===== config.mk =====
export PLATFORM = sky130hd
export DESIGN_NAME = aeia_unit
export DESIGN_NICKNAME = d
export VERILOG_FILES = /design/src/rtl/aeia_pkg.sv /design/src/rtl/aeia_unit.sv
export SDC_FILE = /design/constraint.sdc
export NUM_CORES = 1
export LEC_CHECK = 0
export BUFFER_PORTS_ARGS = -buffer_cell sky130_fd_sc_hd__buf_2
export CORE_MARGIN = 2
export CORE_UTILIZATION = 58
export DETAILED_ROUTE_END_ITERATION = 8
export PLACE_DENSITY = 0.82
export SETUP_SLACK_MARGIN = 0.2
export SLEW_MARGIN = 20
export SYNTH_ARGS = -nofsm -noshare
export SYNTH_HDL_FRONTEND = slang
export SYNTH_SLANG_ARGS = --single-unit

===== constraint.sdc =====
create_clock -name clk -period 29.8 [get_ports clk]
set_clock_uncertainty 0.1 [all_clocks]
set_input_delay 2.98 -clock clk [delete_from_list [all_inputs] [get_ports clk]]
set_output_delay 2.98 -clock clk [all_outputs]
set_load 0.02 [all_outputs]

===== src/rtl/aeia_pkg.sv =====
// Constants, register map and types of the address error and interrupt accept unit
// What this block does
// - Odd-address instruction fetch raises address error
// - Fetch from peripheral space raises address error
// - Single chip mode: external fetch is error
// - Odd-address word data access raises error
// - Unaligned longword data access raises error
// - Longword to 8-bit peripheral is error
// - Single chip mode: external data access errors
// - End bad cycle; process after instruction completes
// - Push status word, then next program counter
// - Fetch error vector, jump with no slot
// - Priority levels run zero to sixteen
// - Non-maskable input is level sixteen, unmaskable
// - Break and debug requests fixed level fifteen
// - Pins and peripherals programmable zero to fifteen
// - Resolver compares pending levels, picks winner
// - Maskable accepted only above mask field
// - On accept push, then load mask field
// - Non-maskable accept loads fifteen into mask
// - Fetch accepted source's vector, jump there
// - Sources: one NMI, break, four pins, peripherals
// - Each source has its own vector
// - Vector address is base plus four times number
package aeia_pkg;

  // Access sizes
  localparam logic [1:0]  SZ_BYTE     = 2'h0;
  localparam logic [1:0]  SZ_WORD     = 2'h1;
  localparam logic [1:0]  SZ_LONG     = 2'h2;

  // Address spaces, inclusive bounds
  localparam logic [31:0] EXT_LO      = 32'h00400000;
  localparam logic [31:0] EXT_HI      = 32'hFFFEFFFF;
  localparam logic [31:0] PER_LO      = 32'hFFFF8000;
  localparam logic [31:0] PER_HI      = 32'hFFFFFFFF;
  localparam logic [31:0] PER8_LO     = 32'hFFFFF000;
  localparam logic [31:0] PER8_HI     = 32'hFFFFF7FF;

  // Register byte offsets
  localparam logic [7:0]  OFS_CTRL    = 8'h00;
  localparam logic [7:0]  OFS_SR      = 8'h04;
  localparam logic [7:0]  OFS_VBR     = 8'h08;
  localparam logic [7:0]  OFS_SP      = 8'h0C;
  localparam logic [7:0]  OFS_PRIO0   = 8'h10;
  localparam logic [7:0]  OFS_PRIO1   = 8'h14;
  localparam logic [7:0]  OFS_STAT    = 8'h18;
  localparam logic [7:0]  OFS_EADDR   = 8'h1C;

  // Fields and reset values
  localparam int          SR_MASK_LSB = 4;
  localparam logic [31:0] SR_RST      = 32'h000000F0;
  localparam logic [31:0] VBR_RST     = 32'h00000000;
  localparam logic [31:0] SP_RST      = 32'h00000000;
  localparam logic [31:0] PRIO_RST    = 32'h00000000;

  // Sources: 0 NMI, 1 break, 2 debug, 3..6 pins, 7..14 peripherals
  localparam int          N_IRQ       = 4;
  localparam int          N_PER       = 8;
  localparam int          N_SRC       = 3 + N_IRQ + N_PER;
  localparam logic [4:0]  LVL_NMI     = 5'h10;
  localparam logic [4:0]  LVL_FIX     = 5'h0F;
  localparam logic [3:0]  MASK_NMI    = 4'hF;

  // Vector numbers
  localparam logic [7:0]  VEC_AERR    = 8'h0A;
  localparam logic [7:0]  VEC_NMI     = 8'h0B;
  localparam logic [7:0]  VEC_UBC     = 8'h0C;
  localparam logic [7:0]  VEC_DBG     = 8'h0E;
  localparam logic [7:0]  VEC_IRQ0    = 8'h40;
  localparam logic [7:0]  VEC_PER0    = 8'h48;

  typedef enum logic [2:0] {
    S_IDLE, S_PUSH_SR, S_PUSH_PC, S_FETCH
  } aeia_state_t;

endpackage


===== src/rtl/aeia_unit.sv =====
// Address error checker, interrupt resolver and exception sequencer
`timescale 1ns/1ps
`default_nettype none
module aeia_unit
  import aeia_pkg::*;
(
  input  wire logic        clk,
  input  wire logic        reset,
  input  wire logic [7:0]  avs_address,
  input  wire logic        avs_read,
  input  wire logic        avs_write,
  input  wire logic [31:0] avs_writedata,
  input  wire logic [3:0]  avs_byteenable,
  output logic      [31:0] avs_readdata,
  output logic             avs_waitrequest,
  input  wire logic        acc_valid,
  input  wire logic        acc_fetch,
  input  wire logic        acc_dma,
  input  wire logic [1:0]  acc_size,
  input  wire logic [31:0] acc_addr,
  output logic             acc_abort,
  input  wire logic        instr_done,
  input  wire logic [31:0] next_pc,
  input  wire logic        nmi_pin,
  input  wire logic        ubc_req,
  input  wire logic        dbg_req,
  input  wire logic [3:0]  irq_pin_n,
  input  wire logic [7:0]  periph_req,
  output logic             mem_req,
  output logic             mem_write,
  output logic      [31:0] mem_addr,
  output logic      [31:0] mem_wdata,
  input  wire logic [31:0] mem_rdata,
  input  wire logic        mem_ack,
  output logic             exc_busy,
  output logic             jump_valid,
  output logic      [31:0] jump_addr,
  output logic      [31:0] status_word
);

  aeia_state_t state_reg;
  logic [31:0] sr_reg;
  logic [31:0] vbr_reg;
  logic [31:0] sp_reg;
  logic [31:0] prio0_reg;
  logic [31:0] prio1_reg;
  logic        single_reg;
  logic        served_reg;
  logic [31:0] rdata_reg;
  logic        err_pend_reg;
  logic [31:0] eaddr_reg;
  logic        edma_reg;
  logic [31:0] ret_reg;
  logic [7:0]  vec_reg;
  logic        is_irq_reg;
  logic [4:0]  acc_lvl_reg;
  logic        nmi_s1_reg;
  logic        nmi_s2_reg;
  logic        nmi_s3_reg;
  logic        nmi_pend_reg;
  logic [3:0]  irq_s1_reg;
  logic [3:0]  irq_s2_reg;
  logic        req_reg;
  logic        wr_reg;
  logic [31:0] addr_reg;
  logic [31:0] wdata_reg;
  logic        jv_reg;
  logic [31:0] jaddr_reg;

  logic [N_SRC-1:0] src_req;
  logic [4:0]  src_lvl [N_SRC];
  logic [4:0]  best_lvl;
  logic [3:0]  best_idx;
  logic        best_ok;
  logic        fault;
  logic        take;
  logic        bus_wr;
  logic [3:0]  mask;

  // Range test used by every space decode
  function automatic logic in_rng(input logic [31:0] a,
                                  input logic [31:0] lo,
                                  input logic [31:0] hi);
    in_rng = (a >= lo) && (a <= hi);
  endfunction

  // Byte-lane merge for register writes
  function automatic logic [31:0] merge(input logic [31:0] old,
                                        input logic [31:0] nw,
                                        input logic [3:0]  be);
    for (int i = 0; i < 4; i++) begin
      merge[8*i +: 8] = be[i] ? nw[8*i +: 8] : old[8*i +: 8];
    end
  endfunction

  // Vector number of each source, one per source
  function automatic logic [7:0] vec_of(input logic [3:0] idx);
    case (idx)
      4'h0:    vec_of = VEC_NMI;
      4'h1:    vec_of = VEC_UBC;
      4'h2:    vec_of = VEC_DBG;
      4'h3, 4'h4, 4'h5, 4'h6: vec_of = VEC_IRQ0 + {4'h0, idx - 4'h3};
      default: vec_of = VEC_PER0 + {4'h0, idx - 4'h7};
    endcase
  endfunction

  assign mask = sr_reg[SR_MASK_LSB +: 4];

  // Address error classification of the current bus cycle
  always_comb begin
    logic per;
    logic per8;
    logic ext;
    per  = in_rng(acc_addr, PER_LO, PER_HI);
    per8 = in_rng(acc_addr, PER8_LO, PER8_HI);
    ext  = in_rng(acc_addr, EXT_LO, EXT_HI);
    if (acc_fetch) begin
      fault = acc_addr[0]
            | per
            | (single_reg & ext);
    end else begin
      fault = ((acc_size == SZ_WORD) & acc_addr[0])
            | ((acc_size == SZ_LONG) & (acc_addr[1:0] != 2'h0))
            | ((acc_size == SZ_LONG) & per8)
            | (single_reg & ext);
    end
  end

  // Offending cycle is cut short at once
  assign acc_abort = acc_valid & fault;

  // Pin synchronisers and NMI edge detect
  always_ff @(posedge clk) begin
    if (reset) begin
      nmi_s1_reg <= 1'b0;
      nmi_s2_reg <= 1'b0;
      nmi_s3_reg <= 1'b0;
      irq_s1_reg <= 4'hF;
      irq_s2_reg <= 4'hF;
    end else begin
      nmi_s1_reg <= nmi_pin;
      nmi_s2_reg <= nmi_s1_reg;
      nmi_s3_reg <= nmi_s2_reg;
      irq_s1_reg <= irq_pin_n;
      irq_s2_reg <= irq_s1_reg;
    end
  end

  // Sources and their levels, in fixed tie order
  always_comb begin
    src_req    = {periph_req, ~irq_s2_reg, dbg_req, ubc_req, nmi_pend_reg};
    src_lvl[0] = LVL_NMI;
    src_lvl[1] = LVL_FIX;
    src_lvl[2] = LVL_FIX;
    for (int i = 0; i < N_IRQ; i++) begin
      src_lvl[3+i] = {1'b0, prio0_reg[4*i +: 4]};
    end
    for (int i = 0; i < N_PER; i++) begin
      src_lvl[7+i] = {1'b0, prio1_reg[4*i +: 4]};
    end
  end

  // Resolver: highest eligible level, lower index wins ties
  always_comb begin
    best_ok  = 1'b0;
    best_lvl = 5'h00;
    best_idx = 4'h0;
    for (int i = 0; i < N_SRC; i++) begin
      if (src_req[i] && ((i == 0) || (src_lvl[i] > {1'b0, mask}))
          && (!best_ok || (src_lvl[i] > best_lvl))) begin
        best_ok  = 1'b1;
        best_lvl = src_lvl[i];
        best_idx = 4'(i);
      end
    end
  end

  // Address errors take precedence over interrupts at a boundary
  assign take = (state_reg == S_IDLE) & instr_done
              & (err_pend_reg | acc_abort | best_ok);

  // Pending address error; one taken at once is not kept pending
  always_ff @(posedge clk) begin
    if (reset) begin
      err_pend_reg <= 1'b0;
      eaddr_reg    <= 32'h00000000;
      edma_reg     <= 1'b0;
    end else begin
      if (take && (err_pend_reg || acc_abort)) begin
        err_pend_reg <= 1'b0;
      end
      if (acc_abort) begin
        err_pend_reg <= ~take;
        eaddr_reg    <= acc_addr;
        edma_reg     <= acc_dma;
      end
    end
  end

  // NMI pending flag, a fresh edge wins over acceptance
  always_ff @(posedge clk) begin
    if (reset) begin
      nmi_pend_reg <= 1'b0;
    end else if (nmi_s2_reg && !nmi_s3_reg) begin
      nmi_pend_reg <= 1'b1;
    end else if (take && !err_pend_reg && !acc_abort && best_idx == 4'h0) begin
      nmi_pend_reg <= 1'b0;
    end
  end

  // Exception sequencer with its memory port
  always_ff @(posedge clk) begin
    if (reset) begin
      state_reg   <= S_IDLE;
      ret_reg     <= 32'h00000000;
      vec_reg     <= 8'h00;
      is_irq_reg  <= 1'b0;
      acc_lvl_reg <= 5'h00;
      req_reg     <= 1'b0;
      wr_reg      <= 1'b0;
      addr_reg    <= 32'h00000000;
      wdata_reg   <= 32'h00000000;
      jv_reg      <= 1'b0;
      jaddr_reg   <= 32'h00000000;
    end else begin
      jv_reg <= 1'b0;
      case (state_reg)
        S_IDLE: begin
          if (take) begin
            ret_reg    <= next_pc;
            is_irq_reg <= ~(err_pend_reg | acc_abort);
            vec_reg    <= (err_pend_reg | acc_abort) ? VEC_AERR
                                                     : vec_of(best_idx);
            acc_lvl_reg <= best_lvl;
            req_reg    <= 1'b1;
            wr_reg     <= 1'b1;
            addr_reg   <= sp_reg - 32'h4;
            wdata_reg  <= sr_reg;
            state_reg  <= S_PUSH_SR;
          end
        end
        S_PUSH_SR: begin
          if (mem_ack) begin
            addr_reg  <= sp_reg - 32'h8; // Pointer drops at this same edge
            wdata_reg <= ret_reg;
            state_reg <= S_PUSH_PC;
          end
        end
        S_PUSH_PC: begin
          if (mem_ack) begin
            wr_reg    <= 1'b0;
            addr_reg  <= vbr_reg + {22'h0, vec_reg, 2'h0};
            state_reg <= S_FETCH;
          end
        end
        S_FETCH: begin
          if (mem_ack) begin
            req_reg   <= 1'b0;
            jv_reg    <= 1'b1;
            jaddr_reg <= mem_rdata;
            state_reg <= S_IDLE;
          end
        end
        default: begin
          state_reg <= S_IDLE;
          req_reg   <= 1'b0;
        end
      endcase
    end
  end

  assign mem_req     = req_reg;
  assign mem_write   = wr_reg;
  assign mem_addr    = addr_reg;
  assign mem_wdata   = wdata_reg;
  assign jump_valid  = jv_reg;
  assign jump_addr   = jaddr_reg;
  assign exc_busy    = (state_reg != S_IDLE);
  assign status_word = sr_reg;

  // Avalon slave: one wait cycle, then the access completes
  assign avs_waitrequest = (avs_read | avs_write) & ~served_reg;
  assign bus_wr          = avs_write & served_reg;
  assign avs_readdata    = rdata_reg;

  always_ff @(posedge clk) begin
    if (reset) begin
      served_reg <= 1'b0;
      rdata_reg  <= 32'h00000000;
    end else begin
      served_reg <= (avs_read | avs_write) & ~served_reg;
      if (avs_read && !served_reg) begin
        case (avs_address)
          OFS_CTRL:  rdata_reg <= {31'h0, single_reg};
          OFS_SR:    rdata_reg <= sr_reg;
          OFS_VBR:   rdata_reg <= vbr_reg;
          OFS_SP:    rdata_reg <= sp_reg;
          OFS_PRIO0: rdata_reg <= prio0_reg;
          OFS_PRIO1: rdata_reg <= prio1_reg;
          OFS_STAT:  rdata_reg <= {16'h0, vec_reg, acc_lvl_reg,
                                   edma_reg, err_pend_reg, exc_busy};
          OFS_EADDR: rdata_reg <= eaddr_reg;
          default:   rdata_reg <= 32'h00000000;
        endcase
      end
    end
  end

  // Software-written configuration
  always_ff @(posedge clk) begin
    if (reset) begin
      single_reg <= 1'b0;
      vbr_reg    <= VBR_RST;
      prio0_reg  <= PRIO_RST;
      prio1_reg  <= PRIO_RST;
    end else if (bus_wr) begin
      if (avs_address == OFS_CTRL && avs_byteenable[0]) begin
        single_reg <= avs_writedata[0];
      end
      if (avs_address == OFS_VBR) begin
        vbr_reg <= merge(vbr_reg, avs_writedata, avs_byteenable);
      end
      if (avs_address == OFS_PRIO0) begin
        prio0_reg <= merge(prio0_reg, avs_writedata,
                           avs_byteenable) & 32'h0000FFFF;
      end
      if (avs_address == OFS_PRIO1) begin
        prio1_reg <= merge(prio1_reg, avs_writedata, avs_byteenable);
      end
    end
  end

  // Status word: sequencer's mask load beats a software write
  always_ff @(posedge clk) begin
    if (reset) begin
      sr_reg <= SR_RST;
    end else if (state_reg == S_PUSH_SR && mem_ack && is_irq_reg) begin
      sr_reg[SR_MASK_LSB +: 4] <= (acc_lvl_reg == LVL_NMI) ? MASK_NMI
                                  : acc_lvl_reg[3:0];
    end else if (bus_wr && avs_address == OFS_SR) begin
      sr_reg <= merge(sr_reg, avs_writedata, avs_byteenable);
    end
  end

  // Stack pointer drops one word per push
  always_ff @(posedge clk) begin
    if (reset) begin
      sp_reg <= SP_RST;
    end else if ((state_reg == S_PUSH_SR || state_reg == S_PUSH_PC)
                 && mem_ack) begin
      sp_reg <= sp_reg - 32'h4;
    end else if (bus_wr && avs_address == OFS_SP) begin
      sp_reg <= merge(sp_reg, avs_writedata, avs_byteenable);
    end
  end
endmodule // aeia_unit
`default_nettype wire


==> summary.md <==
For the total power, the log shows 0.00196 W. The number of standard-cell rows in the floorplan was 68; the unique cell type count in the Yosys netlist was 92. Clock latency on the worst-skew pair, taken at its later pin, is 0.58 ns.

For this run, the slowest stage of the critical path takes 0.76 ns. For the number of antenna violations at the first check in global routing, the log shows 5. The number of nets in the synthesized netlist is 2799.

The final layout contains 3033 nets. The reg-to-reg startpoint was nmi_pend_reg. Counting flops with a built-in enable in the synthesized netlist gives 0.

The average instance in the mapped netlist occupies 8.12 µm². The clock-pin slew reported for the worst setup and hold paths after clock tree synthesis was 0.06 ns; the number of slew-limit violations in the final report was 0. The run gives 0 as the buffer count from post-CTS setup fixing.

Class of the most critical hold timing path: flop to flop. For the worst setup path, the data required time is 30.17 ns. The critical path is of the input pin to flop type. The first routing iteration left 2728 violations. The transition time of the tightest slew-check pin was 1.08 ns.

The finished layout holds 3237 standard cells, fillers aside. Relative to the synthesized area, the layout overhead comes to 15.6%. The launching element type of the critical path is an input pin. The floorplan step set the die height to 192 µm. Counting stages on the worst path, the most repeated cell is ha_1. Counting every instance in the synthesized netlist gives 2518. The largest voltage drop on the vdd net was 85.0 µV; the cell area power density was 83.1 nW/µm². Among all flip-flop cells after synthesis, the most frequent one is dfxtp_1. Global-route wire length before repair: 116 mm.

The end point of the worst hold path is irq_s2_reg[2]. The largest fanout of any net on the critical path is 14. The tools report the final core utilization as 68.3%. The period utilization was 84.2%; the area share of the largest cell type after synthesis was 36.1%.

No sink is reached through more buffers than the 3 on the longest clock path. By count the netlist is led by 370 x nand2_1, 369 x dfxtp_1, 282 x nor2_1. Ranked by total cell area, the synthesized netlist is headed by dfxtp_1 36%, ha_1 7.0%, nand2_1 6.8%.

The worst setup path is captured at a flop. After detailed routing, the total wire length is 78.7 mm. The tightest slew margin relative to the limit is 27.7%.

The slowest stage of the critical path belongs to the cell a222oi_1. Yosys printed 0 warnings. For flop-to-flop paths, the worst setup slack is 6.29 ns. The flow ran to the end, and the final reports show no timing, DRC or antenna violations.

The tree is rooted in a clkbuf_16. Routed length per placed instance: 24.3 µm. The count of buffers added on input and output ports is 331. The final weighted congestion in routability-driven placement came out at 0.962. The hold-fix buffer count after cts was 0; the via count of the first global-routing pass was 19600.

The leakage power was 9.64 nW. The worst hold path begins at irq_s1_reg[2]. After detailed routing, the number of vias per cell comes to 6.59. The number of placed instances, taps included, is 3165. The width of the die was 192 µm.

The number of buffers added by the clock tree synthesis step is 40. The logs give 151 for the largest net degree at the start of global routing and 2863 for the layout filler cell count. The synthesized design spends more area on one cell type than any other, namely dfxtp_1. The total global-route track usage was 41.4%. The endpoint identified for the worst register-to-register timing path is vec_reg[3]. For the worst flop-to-flop path, the logic depth is 96. The total overflow left after global routing is 0. The library cell with the highest instance count after synthesis is nand2_1. The logs give 34600 µm² for the area of the placeable core and 8 for the number of detailed-route iterations in the first pass.

On the final layout, the worst hold slack is 0.312 ns. The post-synth design cell area was 20500 µm²; the hold violation total from the final report was 0. The clock net sink count came out at 369.

Across the whole layout, storage elements account for 7390 µm². The die covers 36800 µm². Detailed routing inserted a total of 21300 vias.

Max-cap violations in this run came to 0. Number of cells on the worst hold path: 1. The top-level I/O count came out at 332. Counting flops and latches in the post-synthesis netlist gives 369. Once the floorplan was initialized, standard cells occupied 59.1% of the core. Of the synthesized area, sequential elements account for 36.1%. In the synthesized netlist the async set-or-reset flop fraction comes to 0%. TritonCTS built the clock tree. The H-tree generated during clock tree synthesis spans 2 levels. The maximum achievable frequency is 39.9 MHz, and the ratio of cells with drive above 1 in the final layout is 17.5%. Setup violations remaining at the end of the flow were counted as 0. The number of remaining DRC errors came out at 0. For the final routed database, the setup TNS stands at 0 ns. The arrival time at the worst endpoint came out at 25.46 ns. The number of resized instances in the post-cts repair step is 0, and the shortest clock period the worst path allows after layout is 25.09 ns. After legalization and detailed placement, the total HPWL measured 58.1 mm.

Summing all multi-input logic gate instances after layout gives 12200 µm². For the number of antenna-violating nets in the routed design, the log shows 0. Setup repair after global routing left no endpoint under its margin.
-- area by class of cell --
| class | count | area share (%) |
|---|---|---|
| Clock inverter | 13 | 0.614 |
| Multi-Input combinational cell | 1923 | 51.8 |
| Timing Repair Buffer | 360 | 8.00 |
| Clock buffer | 57 | 5.06 |
| Sequential cell | 369 | 31.2 |
| Antenna cell | 2 | 0.0212 |
| Tap cell | 455 | 2.41 |
| Inverter | 58 | 0.920 |
-- power by group --
part	switching, W	internal, W
sequential	0.0000672	0.000555
clock	0.000215	0.000298
combinational	0.000539	0.000290
-- per-stage QoR --
step                      area, µm²  setup slack (ns)
after floorplan               20500              8.02
after global placement        22300              5.08
after detailed placement      22300              4.57
after CTS                     23700              5.08
after global routing          23700              2.95
final                         23700              4.71
-- per-layer routing --
layer / track usage, % / part of all wire, %
met5: 0 / 0
met4: 22.8 / 5.8
met3: 9.01 / 12
met2: 63.8 / 43
met1: 53.7 / 39
-- worst max-delay path by stage --
stage / startpoint / end / slack, ns / cells past startpoint
2_1_floorplan: ubc_req / vec_reg[3] / 8.02 / 99
3_3_place_gp: ubc_req / vec_reg[3] / 5.08 / 96
3_5_place_dp: ubc_req / vec_reg[3] / 4.57 / 97
4_1_cts: ubc_req / vec_reg[3] / 5.08 / 97
5_1_grt: ubc_req / vec_reg[3] / 2.95 / 98
6_report: ubc_req / vec_reg[3] / 4.71 / 97
-- cell usage in the layout, fill, tap and decap left out, types with 7 or more instances in the layout --
| cell type | netlist | layout |
|---|---|---|
| nand2_1 | 370 | 370 |
| dfxtp_1 | 369 | 369 |
| buf_2 | 12 | 330 |
| nor2_1 | 282 | 280 |
| a21oi_1 | 223 | 223 |
| mux2i_1 | 121 | 121 |
| ha_1 | 114 | 113 |
| o21ai_0 | 83 | 83 |
| nand3_1 | 64 | 64 |
| inv_1 | 58 | 58 |
| a211oi_1 | 58 | 58 |
| a221oi_1 | 53 | 53 |
| nor3_1 | 47 | 46 |
| clkbuf_16 | 0 | 42 |
| xnor2_1 | 34 | 34 |
| nor2b_1 | 32 | 31 |
| a31oi_1 | 30 | 30 |
| a222oi_1 | 29 | 29 |
| xor2_1 | 28 | 28 |
| buf_4 | 3 | 28 |
| and3_1 | 24 | 24 |
| o211ai_1 | 23 | 23 |
| nand4_1 | 22 | 22 |
| o21a_1 | 18 | 18 |
| a22oi_1 | 18 | 18 |
| nand2b_1 | 17 | 17 |
| nor4_1 | 15 | 15 |
| a21o_1 | 14 | 14 |
| or3_1 | 13 | 13 |
| or2_2 | 11 | 11 |
| and2_1 | 11 | 11 |
| mux2_2 | 10 | 10 |
| a41o_1 | 9 | 9 |
| o22ai_1 | 9 | 9 |
| o221ai_1 | 9 | 9 |
| a22o_1 | 9 | 9 |
| clkbuf_8 | 0 | 9 |
| a41oi_1 | 7 | 7 |
| o21ai_1 | 7 | 7 |
| and4_1 | 7 | 7 |
-- kinds of logic after synthesis --
logic type | after synthesis | share of synthesized area [%]
buf+inv | 226 | 4.32
fa+ha+maj | 115 | 7.07
simple gates | 944 | 20.8
flops | 369 | 36.1
compound gates | 670 | 22.4
mux | 132 | 6.58
xor+xnor | 62 | 2.65
-- critical path: cells and delay by family --
kind / cells / cell delay (ns)
buffers and inverters: 5 / 0.51
adders and majority gates: 13 / 3.74
muxes: 1 / 0.44
and+or+nand+nor: 26 / 4.99
AOI/OAI and AO/OA: 52 / 12.75
Power figures use the tool's default switching activity.
